[src/flash_seq_pkg.sv]
// constants shared by the serial flash operating-state logic
// assumes a 200 MHz system clock; times are in microseconds or milliseconds
package flash_seq_pkg;

  localparam int unsigned CLK_MHZ = 200;

  // opcodes
  localparam logic [7:0] OP_WRITE_LATCH_SET   = 8'h06;
  localparam logic [7:0] OP_WRITE_LATCH_CLEAR = 8'h04;
  localparam logic [7:0] OP_STATUS_READ       = 8'h05;
  localparam logic [7:0] OP_STATUS_WRITE      = 8'h01;
  localparam logic [7:0] OP_PAGE_WRITE        = 8'h02;
  localparam logic [7:0] OP_SECTOR_CLEAR      = 8'hD8;
  localparam logic [7:0] OP_FULL_CLEAR        = 8'hC7;
  localparam logic [7:0] OP_SLEEP             = 8'hB9;
  localparam logic [7:0] OP_WAKE              = 8'hAB;

  // byte counts that a write-class command must end on (page write: at least LEN_PAGE); LEN_MAX caps the count
  localparam logic [9:0] LEN_SHORT   = 10'h001;
  localparam logic [9:0] LEN_STATUS  = 10'h002;
  localparam logic [9:0] LEN_SECTOR  = 10'h004;
  localparam logic [9:0] LEN_PAGE    = 10'h005;
  localparam logic [9:0] LEN_MAX     = 10'h3FF;

  // status byte layout
  localparam int unsigned ST_CYCLE_BIT = 0;
  localparam int unsigned ST_LATCH_BIT = 1;
  localparam int unsigned ST_PROT_LSB  = 2;
  localparam int unsigned ST_LOCK_BIT  = 7;
  localparam logic [2:0]  PROT_RESET   = 3'h0;
  localparam logic        LOCK_RESET   = 1'b0;

  // internal cycle times, plain defaults
  localparam int unsigned PROGRAM_CYCLE_TIME_US = 1000;
  localparam int unsigned SECTOR_CLEAR_TIME_MS  = 1000;
  localparam int unsigned FULL_CLEAR_TIME_MS    = 10000;
  localparam int unsigned STATUS_WRITE_TIME_US  = 10000;
  localparam int unsigned PROGRAM_CYCLES = PROGRAM_CYCLE_TIME_US * CLK_MHZ;
  localparam int unsigned SECTOR_CYCLES  = SECTOR_CLEAR_TIME_MS * CLK_MHZ * 1000;
  localparam int unsigned FULL_CYCLES    = FULL_CLEAR_TIME_MS * CLK_MHZ * 1000;
  localparam int unsigned STATUS_CYCLES  = STATUS_WRITE_TIME_US * CLK_MHZ;

  // page staging and array stream
  localparam int unsigned PAGE_BYTES = 256;
  localparam int unsigned FIFO_WIDTH = 16;
  localparam int unsigned FIFO_DEPTH = 32;
  localparam int unsigned SYNC_PINS  = 5;
  // idle levels of {sclk, cs_n, mosi, hold_n, wp_n}, so no false edge follows reset
  localparam logic [4:0]  SYNC_IDLE  = 5'h0B;

  // power mode output, one-hot
  localparam logic [2:0] PM_ACTIVE  = 3'h1;
  localparam logic [2:0] PM_STANDBY = 3'h2;
  localparam logic [2:0] PM_DEEP    = 3'h4;

  typedef enum logic [3:0] {
    CYC_IDLE  = 4'h1,
    CYC_PROG  = 4'h2,
    CYC_ERASE = 4'h4,
    CYC_SWR   = 4'h8
  } cycle_state_t;

endpackage : flash_seq_pkg

[src/pin_sync.sv]
// two-stage synchroniser, one per pin
// assumes the pins are asynchronous to the system clock
`timescale 1ns/10ps
module pin_sync #(
  parameter int unsigned        WIDTH   = 1,
  parameter logic [WIDTH-1:0]   RST_VAL = '0
) (
  // clock and reset
  input  wire logic             i_sys_clk,
  input  wire logic             i_rst,
  // pins in, synchronised out
  input  wire logic [WIDTH-1:0] i_pins,
  output logic      [WIDTH-1:0] o_sync
);
  genvar g;
  generate
    for (g = 0; g < WIDTH; g++) begin : g_bit
      logic meta;
      always_ff @(posedge i_sys_clk or posedge i_rst) begin
        if (i_rst) begin
          meta      <= RST_VAL[g];
          o_sync[g] <= RST_VAL[g];
        end else begin
          meta      <= i_pins[g];
          o_sync[g] <= meta;
        end
      end
    end
  endgenerate
endmodule : pin_sync

[src/stream_fifo.sv]
// synchronous fifo with valid/ready on both sides
// assumes one clock; depth is a power of two
`timescale 1ns/10ps
module stream_fifo #(
  parameter int unsigned WIDTH = 16,
  parameter int unsigned DEPTH = 32
) (
  // clock and reset
  input  wire logic             i_sys_clk,
  input  wire logic             i_rst,
  // fill side
  input  wire logic             i_in_valid,
  output logic                  o_in_ready,
  input  wire logic [WIDTH-1:0] i_in_data,
  // drain side
  output logic                  o_out_valid,
  input  wire logic             i_out_ready,
  output logic      [WIDTH-1:0] o_out_data,
  output logic                  o_empty
);
  localparam int unsigned AW = $clog2(DEPTH);
  logic [WIDTH-1:0] mem [DEPTH];
  logic [AW:0]      wr_ptr;
  logic [AW:0]      rd_ptr;
  logic             push;
  logic             pop;

  assign o_empty     = (wr_ptr == rd_ptr);
  assign o_in_ready  = (wr_ptr[AW] == rd_ptr[AW]) || (wr_ptr[AW-1:0] != rd_ptr[AW-1:0]);
  assign o_out_valid = !o_empty;
  assign o_out_data  = mem[rd_ptr[AW-1:0]];
  assign push        = i_in_valid && o_in_ready;
  assign pop         = o_out_valid && i_out_ready;

  always_ff @(posedge i_sys_clk) begin
    if (push) begin
      mem[wr_ptr[AW-1:0]] <= i_in_data;
    end
  end

  always_ff @(posedge i_sys_clk or posedge i_rst) begin
    if (i_rst) begin
      wr_ptr <= '0;
      rd_ptr <= '0;
    end else begin
      if (push) wr_ptr <= wr_ptr + 1'b1;
      if (pop) rd_ptr <= rd_ptr + 1'b1;
    end
  end
endmodule : stream_fifo

[src/flash_seq.sv]
// operating-state logic of a serial nor flash behind a four-wire serial slave port
// assumes pins are asynchronous and the array sits behind the program/erase ports
// How it works
// host sets the write latch, then sends page write with three address bytes and data.
// a page write holds up to 256 bytes in one page; bits only go low.
// host should send consecutive bytes in one page write for throughput.
// bytes are erased to all ones by sector clear or full clear cycles.
// host sets the write latch before every erase or it is skipped.
// cycle active flag is high while status write, program or erase runs.
// chip select low means selected and active power.
// deselected device stays active until its internal cycle ends, then standby.
// sleep enters deep power-down; only wake leaves it.
// in deep power-down all write, program and erase commands are ignored.
// write-class commands run only when clock count is a multiple of eight.
// data-changing commands run only with the write latch set.
// write latch clears at reset and at end of each write-class command.
// three protect bits choose the read-only top sectors.
// write protect pin locks protect and lock bits when lock bit is set.
// pause needs chip select low and never aborts an internal cycle.
// pause starts on pause fall if clock low, else on next clock fall.
// pause ends on pause rise if clock low, else on next clock fall.
// during pause output floats and clock and input are ignored.
// chip select rising during pause resets the serial logic.
// host should hold chip select low for the whole pause.
// full clear runs only when all protect bits are zero.
// all bytes move most significant bit first.
// write-class commands need chip select to rise on a byte boundary.
// input sampled on clock rise, output changes after clock fall.
// array access during an internal cycle is ignored, cycle continues.
// writes or clears into protected sectors change nothing but clear the latch; a full clear refused for set protect bits leaves the latch set.
`timescale 1ns/10ps
module flash_seq
  import flash_seq_pkg::*;
#(
  parameter int unsigned PROG_CYC   = flash_seq_pkg::PROGRAM_CYCLES,
  parameter int unsigned SECTOR_CYC = flash_seq_pkg::SECTOR_CYCLES,
  parameter int unsigned FULL_CYC   = flash_seq_pkg::FULL_CYCLES,
  parameter int unsigned STATUS_CYC = flash_seq_pkg::STATUS_CYCLES
) (
  // clock and reset
  input  wire logic        i_sys_clk,
  input  wire logic        i_rst,
  // serial pins
  input  wire logic        i_sclk,
  input  wire logic        i_cs_n,
  input  wire logic        i_mosi,
  input  wire logic        i_hold_n,
  input  wire logic        i_wp_n,
  output logic             o_miso,
  output logic             o_miso_oe,
  // array program stream: {byte offset, data}
  output logic             o_arr_valid,
  input  wire logic        i_arr_ready,
  output logic [15:0]      o_arr_data,
  output logic [15:0]      o_arr_page,
  // array erase
  output logic             o_erase_sector,
  output logic             o_erase_all,
  output logic [4:0]       o_erase_index,
  // state
  output logic [7:0]       o_status,
  output logic [2:0]       o_power_mode,
  output logic             o_hold_active
);
  import flash_seq_pkg::*;

  logic [4:0]    pins;
  logic          s_sclk, s_cs_n, s_mosi, s_hold_n, s_wp_n;
  logic          sclk_prev, cs_prev, hold_prev;
  logic          sclk_rise, sclk_fall, cs_rise, cs_fall, selected;
  logic          hold, enter_pend, exit_pend;
  logic [2:0]    bit_cnt;
  logic [9:0]    byte_cnt;
  logic [6:0]    shreg;
  logic [7:0]    opcode, next_byte, sw_data;
  logic [23:0]   addr;
  logic [7:0]    pbuf [PAGE_BYTES];
  logic [255:0]  pmask;
  logic          wake_seen;
  cycle_state_t  state;
  logic [31:0]   timer;
  logic          wl, pd, lock, sw_apply;
  logic [2:0]    prot;
  logic [8:0]    walk_idx;
  logic          push_valid, fifo_ready, fifo_empty;
  logic          page_prot, sector_prot, rd_mode;
  logic [7:0]    status_now;

  pin_sync #(.WIDTH(SYNC_PINS), .RST_VAL(SYNC_IDLE)) u_sync (
    .i_sys_clk (i_sys_clk),
    .i_rst     (i_rst),
    .i_pins    ({i_sclk, i_cs_n, i_mosi, i_hold_n, i_wp_n}),
    .o_sync    (pins)
  );
  assign {s_sclk, s_cs_n, s_mosi, s_hold_n, s_wp_n} = pins;

  always_ff @(posedge i_sys_clk or posedge i_rst) begin
    if (i_rst) begin
      sclk_prev <= 1'b0;
      cs_prev   <= 1'b1;
      hold_prev <= 1'b1;
    end else begin
      sclk_prev <= s_sclk;
      cs_prev   <= s_cs_n;
      hold_prev <= s_hold_n;
    end
  end
  assign sclk_rise = s_sclk && !sclk_prev;
  assign sclk_fall = !s_sclk && sclk_prev;
  assign cs_rise   = s_cs_n && !cs_prev;
  assign cs_fall   = !s_cs_n && cs_prev;
  assign selected  = !s_cs_n;

  // protected when sector index reaches the level's lower bound
  function automatic logic is_prot(input logic [2:0] lvl, input logic [4:0] sec);
    logic [5:0] lo;
    case (lvl)
      3'h0:    lo = 6'h20;
      3'h1:    lo = 6'h1F;
      3'h2:    lo = 6'h1E;
      3'h3:    lo = 6'h1C;
      3'h4:    lo = 6'h18;
      3'h5:    lo = 6'h10;
      default: lo = 6'h00;
    endcase
    return {1'b0, sec} >= lo;
  endfunction
  assign page_prot   = is_prot(prot, addr[20:16]);
  assign sector_prot = page_prot;

  // pause tracking; a deselect drops it and any pending edge
  always_ff @(posedge i_sys_clk or posedge i_rst) begin
    if (i_rst) begin
      hold       <= 1'b0;
      enter_pend <= 1'b0;
      exit_pend  <= 1'b0;
    end else if (!selected) begin
      hold       <= 1'b0;
      enter_pend <= 1'b0;
      exit_pend  <= 1'b0;
    end else if (!s_hold_n && hold_prev && !hold) begin
      hold       <= !s_sclk;
      enter_pend <= s_sclk;
      exit_pend  <= 1'b0;
    end else if (s_hold_n && !hold_prev && (hold || enter_pend)) begin
      hold       <= hold && s_sclk;
      exit_pend  <= hold && s_sclk;
      enter_pend <= 1'b0;
    end else if (sclk_fall && enter_pend) begin
      hold       <= 1'b1;
      enter_pend <= 1'b0;
    end else if (sclk_fall && exit_pend) begin
      hold       <= 1'b0;
      exit_pend  <= 1'b0;
    end
  end

  // serial shift-in, msb first on clock rise; clock ignored while paused
  assign next_byte = {shreg, s_mosi};
  always_ff @(posedge i_sys_clk or posedge i_rst) begin
    if (i_rst) begin
      bit_cnt   <= 3'h0;
      byte_cnt  <= 10'h000;
      shreg     <= 7'h00;
      opcode    <= 8'h00;
      addr      <= 24'h000000;
      sw_data   <= 8'h00;
      pmask     <= '0;
      wake_seen <= 1'b0;
    end else begin
      wake_seen <= 1'b0;
      if (!selected) begin
        bit_cnt  <= 3'h0;
        byte_cnt <= 10'h000;
      end else if (sclk_rise && !hold) begin
        bit_cnt <= bit_cnt + 3'h1;
        shreg   <= next_byte[6:0];
        if (bit_cnt == 3'h7) begin
          if (byte_cnt != LEN_MAX) byte_cnt <= byte_cnt + 10'h001;
          case (byte_cnt)
            10'h000: begin
              opcode    <= next_byte;
              wake_seen <= (next_byte == OP_WAKE);
            end
            10'h001: begin
              addr[23:16] <= next_byte;
              sw_data     <= next_byte;
            end
            10'h002: addr[15:8] <= next_byte;
            10'h003: addr[7:0]  <= next_byte;
            default: begin
              // data wraps inside the page; a busy device leaves the buffer alone
              if (opcode == OP_PAGE_WRITE && state == CYC_IDLE) begin
                addr[7:0] <= addr[7:0] + 8'h01;
                pmask[addr[7:0]] <= 1'b1;
              end
            end
          endcase
        end
      end
      if (cs_fall && state == CYC_IDLE) pmask <= '0;
    end
  end

  always_ff @(posedge i_sys_clk) begin
    if (selected && sclk_rise && !hold && bit_cnt == 3'h7 && byte_cnt >= LEN_SECTOR
        && opcode == OP_PAGE_WRITE && state == CYC_IDLE) begin
      pbuf[addr[7:0]] <= next_byte;
    end
  end

  // command execution at deselect, cycle engine and status bits
  always_ff @(posedge i_sys_clk or posedge i_rst) begin
    if (i_rst) begin
      state          <= CYC_IDLE;
      timer          <= 32'h0000_0000;
      wl             <= 1'b0;
      pd             <= 1'b0;
      prot           <= PROT_RESET;
      lock           <= LOCK_RESET;
      sw_apply       <= 1'b0;
      walk_idx       <= 9'h000;
      o_arr_page     <= 16'h0000;
      o_erase_sector <= 1'b0;
      o_erase_all    <= 1'b0;
      o_erase_index  <= 5'h00;
    end else begin
      o_erase_sector <= 1'b0;
      o_erase_all    <= 1'b0;
      if (wake_seen) pd <= 1'b0;
      if (timer != 32'h0000_0000) timer <= timer - 32'h0000_0001;
      case (state)
        CYC_IDLE: begin
          // a deselect during pause, off a byte boundary, asleep or busy runs nothing
          if (cs_rise && !hold && bit_cnt == 3'h0 && !pd) begin
            case (opcode)
              OP_WRITE_LATCH_SET:   if (byte_cnt == LEN_SHORT) wl <= 1'b1;
              OP_WRITE_LATCH_CLEAR: if (byte_cnt == LEN_SHORT) wl <= 1'b0;
              OP_SLEEP:             if (byte_cnt == LEN_SHORT) pd <= 1'b1;
              OP_STATUS_WRITE: if (byte_cnt == LEN_STATUS && wl) begin
                state    <= CYC_SWR;
                timer    <= 32'(STATUS_CYC);
                sw_apply <= !(lock && !s_wp_n);
              end
              OP_PAGE_WRITE: if (byte_cnt >= LEN_PAGE && wl) begin
                if (page_prot) wl <= 1'b0;
                else begin
                  state      <= CYC_PROG;
                  timer      <= 32'(PROG_CYC);
                  walk_idx   <= 9'h000;
                  o_arr_page <= addr[23:8];
                end
              end
              OP_SECTOR_CLEAR: if (byte_cnt == LEN_SECTOR && wl) begin
                if (sector_prot) wl <= 1'b0;
                else begin
                  state          <= CYC_ERASE;
                  timer          <= 32'(SECTOR_CYC);
                  o_erase_sector <= 1'b1;
                  o_erase_index  <= addr[20:16];
                end
              end
              OP_FULL_CLEAR: if (byte_cnt == LEN_SHORT && wl && prot == 3'h0) begin
                state       <= CYC_ERASE;
                timer       <= 32'(FULL_CYC);
                o_erase_all <= 1'b1;
              end
              default: ;
            endcase
          end
        end
        CYC_PROG: begin
          // walk the staged page; a full fifo stalls the walk
          if (!walk_idx[8] && (!pmask[walk_idx[7:0]] || fifo_ready)) begin
            walk_idx <= walk_idx + 9'h001;
          end
          if (walk_idx[8] && fifo_empty && timer == 32'h0000_0000) begin
            state <= CYC_IDLE;
            wl    <= 1'b0;
          end
        end
        CYC_ERASE: begin
          if (timer == 32'h0000_0000) begin
            state <= CYC_IDLE;
            wl    <= 1'b0;
          end
        end
        CYC_SWR: begin
          if (timer == 32'h0000_0000) begin
            state <= CYC_IDLE;
            wl    <= 1'b0;
            if (sw_apply) begin
              prot <= sw_data[ST_PROT_LSB +: 3];
              lock <= sw_data[ST_LOCK_BIT];
            end
          end
        end
        default: state <= CYC_IDLE;
      endcase
    end
  end

  assign push_valid = (state == CYC_PROG) && !walk_idx[8] && pmask[walk_idx[7:0]];

  stream_fifo #(.WIDTH(FIFO_WIDTH), .DEPTH(FIFO_DEPTH)) u_fifo (
    .i_sys_clk   (i_sys_clk),
    .i_rst       (i_rst),
    .i_in_valid  (push_valid),
    .o_in_ready  (fifo_ready),
    .i_in_data   ({walk_idx[7:0], pbuf[walk_idx[7:0]]}),
    .o_out_valid (o_arr_valid),
    .i_out_ready (i_arr_ready),
    .o_out_data  (o_arr_data),
    .o_empty     (fifo_empty)
  );

  always_comb begin
    status_now                         = 8'h00;
    status_now[ST_CYCLE_BIT]           = (state != CYC_IDLE);
    status_now[ST_LATCH_BIT]           = wl;
    status_now[ST_PROT_LSB +: 3]       = prot;
    status_now[ST_LOCK_BIT]            = lock;
  end
  assign rd_mode = (opcode == OP_STATUS_READ) && (byte_cnt != 10'h000) && !pd;

  // status read repeats while selected; output moves only after a clock fall
  always_ff @(posedge i_sys_clk or posedge i_rst) begin
    if (i_rst) begin
      o_miso        <= 1'b0;
      o_miso_oe     <= 1'b0;
      o_status      <= 8'h00;
      o_power_mode  <= PM_STANDBY;
      o_hold_active <= 1'b0;
    end else begin
      o_status      <= status_now;
      o_hold_active <= hold;
      o_miso_oe     <= selected && !hold && rd_mode;
      if (selected && !hold && sclk_fall && rd_mode) begin
        o_miso <= status_now[3'h7 - bit_cnt];
      end
      if (pd) o_power_mode <= PM_DEEP;
      else if (selected || state != CYC_IDLE) o_power_mode <= PM_ACTIVE;
      else o_power_mode <= PM_STANDBY;
    end
  end

  a_latch_end_clear: assert property (@(posedge i_sys_clk) disable iff (i_rst)
    $fell(o_status[ST_CYCLE_BIT]) |-> !wl)
    else $error("write latch still set after cycle end");
  a_sleep_ignores: assert property (@(posedge i_sys_clk) disable iff (i_rst)
    (pd && cs_rise && state == CYC_IDLE) |=> state == CYC_IDLE)
    else $error("cycle started in deep power-down");
  a_odd_bits_reject: assert property (@(posedge i_sys_clk) disable iff (i_rst)
    (cs_rise && bit_cnt != 3'h0 && state == CYC_IDLE) |=> (state == CYC_IDLE && wl == $past(wl)))
    else $error("command ran off a byte boundary");
  a_cycle_needs_latch: assert property (@(posedge i_sys_clk) disable iff (i_rst)
    (state == CYC_IDLE ##1 state != CYC_IDLE) |-> $past(wl))
    else $error("cycle started without write latch");
  a_full_clear_prot: assert property (@(posedge i_sys_clk) disable iff (i_rst)
    $rose(o_erase_all) |-> prot == 3'h0)
    else $error("full clear with protect bits set");
  a_pause_floats: assert property (@(posedge i_sys_clk) disable iff (i_rst)
    hold |=> !o_miso_oe)
    else $error("output driven during pause");
  a_busy_active: assert property (@(posedge i_sys_clk) disable iff (i_rst)
    (state != CYC_IDLE && !pd) |=> o_power_mode == PM_ACTIVE)
    else $error("standby during internal cycle");
  a_select_active: assert property (@(posedge i_sys_clk) disable iff (i_rst)
    (selected && !pd) |=> (o_power_mode == PM_ACTIVE || pd))
    else $error("selected device not active");
  a_pause_keeps_cycle: assert property (@(posedge i_sys_clk) disable iff (i_rst)
    (hold && state == CYC_ERASE && timer > 32'h0000_0001) |=> state == CYC_ERASE)
    else $error("pause aborted erase cycle");
endmodule : flash_seq

[config.mk]
export PLATFORM = sky130hd
export DESIGN_NAME = flash_seq
export DESIGN_NICKNAME = d
export VERILOG_FILES = /design/src/flash_seq_pkg.sv /design/src/pin_sync.sv /design/src/stream_fifo.sv /design/src/flash_seq.sv
export SDC_FILE = /design/constraint.sdc
export NUM_CORES = 2
export LEC_CHECK = 0
export BUFFER_PORTS_ARGS = -buffer_cell sky130_fd_sc_hd__buf_2
export CAP_MARGIN = 25
export CORE_MARGIN = 2
export CORE_UTILIZATION = 30
export CTS_BUF_LIST = sky130_fd_sc_hd__clkbuf_8 sky130_fd_sc_hd__clkbuf_16
export CTS_CLUSTER_DIAMETER = 80
export DETAILED_ROUTE_END_ITERATION = 8
export PLACE_DENSITY = 0.5
export SLEW_MARGIN = 20
export SYNTH_ARGS = -nofsm -noshare
export SYNTH_HDL_FRONTEND = slang
export SYNTH_SLANG_ARGS = --single-unit
[constraint.sdc]
create_clock -name i_sys_clk -period 43.6 [get_ports i_sys_clk]
set_input_delay 6.54 -clock i_sys_clk [delete_from_list [all_inputs] [get_ports i_sys_clk]]
set_output_delay 6.54 -clock i_sys_clk [all_outputs]
set_load 0.03 [all_outputs]
# --- Word-level counts from Yosys, hierarchy flattened ---
# Memories as Yosys holds them, arrays and structs flattened.
# Cells that the tools add are included.
totals:
  register_bits: 424
  mem_bits_rw: 2560
  inputBits: 8
  output_inout_bits: 54
  wordCells: 304
  n_memories: 2
memory_table:
  columns: ["name", "words", "width", "rd", "rd_clocked_by_memory_dff", "wr", "line", "rtl"]
  rows:
  - ["pbuf", 256, 8, 1, 0, 1, "flash_seq.sv:77", "logic [7:0] pbuf [PAGE_BYTES];"]
  - ["u_fifo.mem", 32, 16, 1, 0, 1, "stream_fifo.sv:22", "logic [WIDTH-1:0] mem [DEPTH];"]
classes:
  addsub: 8
  magnitude_cmp: 7
  n_eq_ne: 48
  mux: 95
  bitwise_logic: 4
  reduce_logical: 96
ops:
  columns: ["cell", "n"]
  rows:
  - ["$mux 256", 6]
  - ["$mux 32", 9]
  - ["$or 256x256->256", 1]
  - ["$pmux 32 s4", 1]
  - ["$mux 1", 46]
  - ["$mux 9", 5]
  - ["$logic_and 1x1->1", 43]
  - ["$mux 10", 4]
  - ["$mux 4", 9]
  - ["$pmux 6 s6", 1]
  - ["$eq 8x8->1 const B", 4]
  - ["$logic_not 32->1", 1]
  - ["$reduce_bool 32->1", 1]
  - ["$sub 32x1->32 const B", 1]
  - ["$eq 8x3->1 const B", 3]
  - ["$ne 3x3->1 const B", 7]
  - ["$eq 10x2->1 const B", 2]
  - ["$ge 10x3->1 const B", 2]
  - ["$reduce_and 5->1", 4]
  - ["$lt 8x9->1 const B", 2]
  - ["$pmux 9 s2", 1]
  - ["$pmux 4 s4", 1]
  - ["$pmux 8 s2", 1]
  - ["$reduce_and 4->1", 4]
  - ["other kinds (57)", 99]

# --- Longest topological paths before layout ---
depth:
  depth_word: 11
  ltp_mapped: 14
  ltp_nobuf: 11

# --- Cells and area by module ---
# Synthesis repeated with hierarchy kept, for this count alone.
unflattened:
  cells_unflattened: 6200
  area_unflattened_um2: 118384.8
by_module_without_submodules:
  columns: ["mod", "instances", "cells_each", "area_per_inst_um2", "seq_area_each_um2"]
  rows:
  - ["flash_seq", 1, 5016, 97492.3, 71563.6]
  - ["stream_fifo", 1, 1173, 20631.0, 15675.0]
  - ["pin_sync", 1, 11, 261.5, 257.7]

# --- Worst setup path before layout ---
# OpenSTA, ideal clock, no wires.
synth_timing:
  path_type: "reg2out"
  from: "register u_fifo.rd_ptr[0]"
  to: "output port o_arr_data[0]"
  arrival_time_ns: 2.688
  required_ns: 37.060
  path_slack_ns: 34.372
  stages_incl_launch_ff: 7
  cell_sequence: "dfrtp_1 -> clkbuf_1 -> clkbuf_1 -> buf_1 -> mux4_2 -> mux4_2 -> mux2_2"
synth_between:
  elab_chain_cells: 1
synth_rtl:
  columns: ["item", "line", "rtl"]
  rows:
  - ["start: declaration", "stream_fifo.sv:24", "logic [AW:0] rd_ptr;"]
  - ["start signal: assignment", "stream_fifo.sv:47", "if (pop) rd_ptr <= rd_ptr + 1'b1;"]
  - ["$mem_v2 32x16", null, null]
  - ["end: declaration", "flash_seq.sv:54", "output logic [15:0] o_arr_data,"]
# No other way between the ends.

# --- Worst setup path in the final report ---
layout_timing:
  from: "register u_fifo.rd_ptr[0]"
  to: "output port o_arr_data[4]"
# The elaborated chain is that of the path after synthesis.

==> results.toml <==
[outcome]
outcome = "finished, final reports clean"

[global_route]
overflow = 0
grt_start_max_net_pins = 257
antenna_found_initial = 10
grt_pass1_wl_um = 440000
grt.total_usage_pct = 15.1
grt_pass1_vias = 59600

[job]
cap_violations = 0

[synth]
ys_ff_latch = 2984
yosys-top-cells-area = "edfxtp_1 65%, mux4_2 17%, dfrtp_1 8.8%, nor2_1 2.0%, a21oi_1 1.3%"
syn_area_mm2 = 0.118
syn_inst = 5864
seq_area_frac_synth_pct = 74.2
yosysTopAreaCell = "edfxtp_1"
synth_edf_count = 2560
synth_cell_types = 72
synthArstFlopShare_pct = 14.2
yosysWarnings = 0
synth_top_cell_area_share_pct = 65.2
synthFlopType = "edfxtp_1"
syn_area_per_cell_um2 = 20.1

[timing]
finalSetupTns_ns = 0
final_max_slew_viol_count = 0
finalHoldViolations = 0
slew_headroom_pct = 26.4
fmaxAchievable_mhz = 91.3
rsz0062_at_grt = "no"
setup_viol = 0
worst_pin_slew_ns = 1.10
finalClockSkew_ns = 0.0686
finalCritPeriodShare_pct = 25.1
worst_slack_ns = 32.65
fin_crit_ns = 10.95

[floorplanning]
fp-row-count = 230
pin_count = 62
fp.coreArea_mm2 = 0.392
start_util_pct = 30.1
dieHeight_um = 631
die-width_um = 631
dieArea_mm2 = 0.398

[clocking]
htreeDepth = 5
cts_buffer_depth = 4
cts_setup_buffers = 0
numCtsBuffers = 326
cts_resized = 0
clockRootBuffer = "clkbuf_16"
cts.clk_slew.worst_paths_ns = 0.06
tritoncts = "yes"
insertion_delay_ns = 0.90
cts_hold_buffers = 0
cts_sinks = 2984

[power_and_ir_drop]
ir_drop_mv = 0.0486
power_mw = 6.29
leakage_nw = 42.3
p_per_area_mw_per_mm2 = 46.5

[routing]
ant_nets = 0
wire_per_inst_um = 26.6
drtIter0Drc = 5533
drc = 0
vias = 57700
first_pass_iters = 6
avgViaCountPerCell = 5.01
drt-total-wl_um = 306000

[setup_path]
worstPathRequired_ns = 37.06
crit_buf_inv = 3
cp.arrival_ns = 4.41
cp_cell_sequence = "buf_12 > buf_4 > mux4_2 > mux4_2 > mux2_2 > buf_2"
crit_type = "reg2out"
cpMaxStageDelayCell = "dfrtp_4"
crit_path_max_incr_delay_ns = 0.80
crit_family = "multiplexers"
startpoint_type = "flip-flop"
path_max_fanout = 41
critPathCaptureType = "primary output"
worst_path_most_repeated_cell = "mux4_2"

[placed_design]
pre_cts_ws_ns = 33.46
io_buffers = 59
placed_area_mm2 = 0.125
place_congestion = 0.759
hpwl_um = 173000

[finish]
final_common_cell = "edfxtp_1"
fin_nets = 6049
drive_gt1_share_pct = 27.1
area_growth_pct = 14.6
fin_area_mm2 = 0.135
final_cell_mix = "2,560 x edfxtp_1, 887 x mux4_2, 603 x nor2_1"
fin_util_pct = 34.5

[worst_hold_path]
hold_class = "reg2reg"
[kinds of logic (layout without fill, tap and decap cells)]
logic type      after synthesis  count (layout)  synth area share, %
simple gates                972             972                 3.56
other cells                   1               5              0.00318
buf+inv                     388             804                 1.48
flops                      2984            2984                 74.2
fa+ha+maj                    25              25                0.265
compound gates              438             438                 2.07
xor+xnor                     53              53                0.394
mux                        1003            1003                 18.0
[power breakdown]
group	internal, mW	total (mW)	switching [mW]
Combinational	0.0366	0.269	0.232
Clock	1.50	2.64	1.14
Sequential	3.32	3.38	0.0595
[layout make-up]
type / count / area (um^2)
Timing Repair Buffer: 180 / 1490
Clock buffer: 348 / 8520
Antenna cell: 3 / 7.51
Tap cell: 5220 / 6530
Sequential cell: 2984 / 87600
Multi-Input combinational cell: 2493 / 29100
Inverter: 31 / 133
Fill cell: 36700 / 257000
Clock inverter: 245 / 1690
[state kept, by name (all words and copies together), names as in the netlist, 7 cells and up]
register,flops
o_arr_page,16
addr,24
timer,32
pbuf,2048
walk_idx,9
pmask,256
shreg,7
u_fifo.mem,512
opcode,8
byte_cnt,10
[synth_stat cells (all sizes together), types with 4 or more instances]
| cell type | number |
|---|---|
| clkbuf | 240 |
| and3 | 29 |
| and2 | 9 |
| buf | 117 |
| nand4 | 12 |
| nor4 | 16 |
| nor3b | 5 |
| mux2 | 76 |
| o211ai | 6 |
| a21oi | 310 |
| mux4 | 887 |
| or2 | 7 |
| ha | 25 |
| nand2b | 12 |
| inv | 30 |
| nor2b | 13 |
| a21o | 7 |
| a22oi | 6 |
| mux2i | 40 |
| a22o | 4 |
| a221oi | 6 |
| a31oi | 13 |
| dfstp | 10 |
| nand2 | 106 |
| nand3b | 8 |
| o2111ai | 4 |
| o21ai | 36 |
| or3 | 13 |
| nor4b | 6 |
| a211oi | 4 |
| nor2 | 643 |
| nor3 | 36 |
| dfrtp | 414 |
| xor2 | 17 |
| o21a | 5 |
| o22ai | 8 |
| o31ai | 8 |
| o21bai | 6 |
| edfxtp | 2560 |
| xnor2 | 36 |
| nand3 | 42 |
| or4 | 8 |
[worst register-to-register path: stages, from the launching register on]
cell     delay (ns)
dfrtp_4        0.74
buf_4          0.68
buf_4          0.70
buf_4          0.74
buf_12         0.60
buf_4          0.85
mux4_2         0.46
mux4_2         0.23
nand2_1        0.10
and3_1         0.24
a31oi_1        0.73
mux4_2         0.95
[stage by stage]
stage / instances / hold WS (ns)
floorplan: 5865 / 0.331
global placement: 10900 / 0.340
detailed placement: 10900 / 0.340
CTS: 11500 / 0.350
global route: 11500 / 0.358
finish: 11500 / 0.355
[metal layers]
| layer | vias to the layer above | wire length, um | global-route usage [%] |
|---|---|---|---|
| met1 | 31500 | 134000 | 21.0 |
| met4 | 2 | 6520 | 3.29 |
| li1 | 24200 | - | - |
| met3 | 377 | 15600 | 2.30 |
| met5 | - | 13 | 0 |
| met2 | 1603 | 151000 | 25.1 |
[worst paths after layout]
check | start | end | slack, ns | depth (start not counted)
min in group asynchronous | i_rst | o_erase_all | 5.76 | 2
setup reg to reg | walk_idx[1] | u_fifo.mem[8][2] | 36.16 | 11
setup / recovery | u_fifo.rd_ptr[0] | o_arr_data[4] | 32.65 | 6
max in group asynchronous | i_rst | u_fifo.rd_ptr[1] | 36.14 | 3
hold / removal | u_sync.g_bit[4].meta | u_sync.o_sync[4] | 0.35 | 0
hold reg to reg | u_sync.g_bit[4].meta | u_sync.o_sync[4] | 0.35 | 0
(Power assumes the default switching activity.)
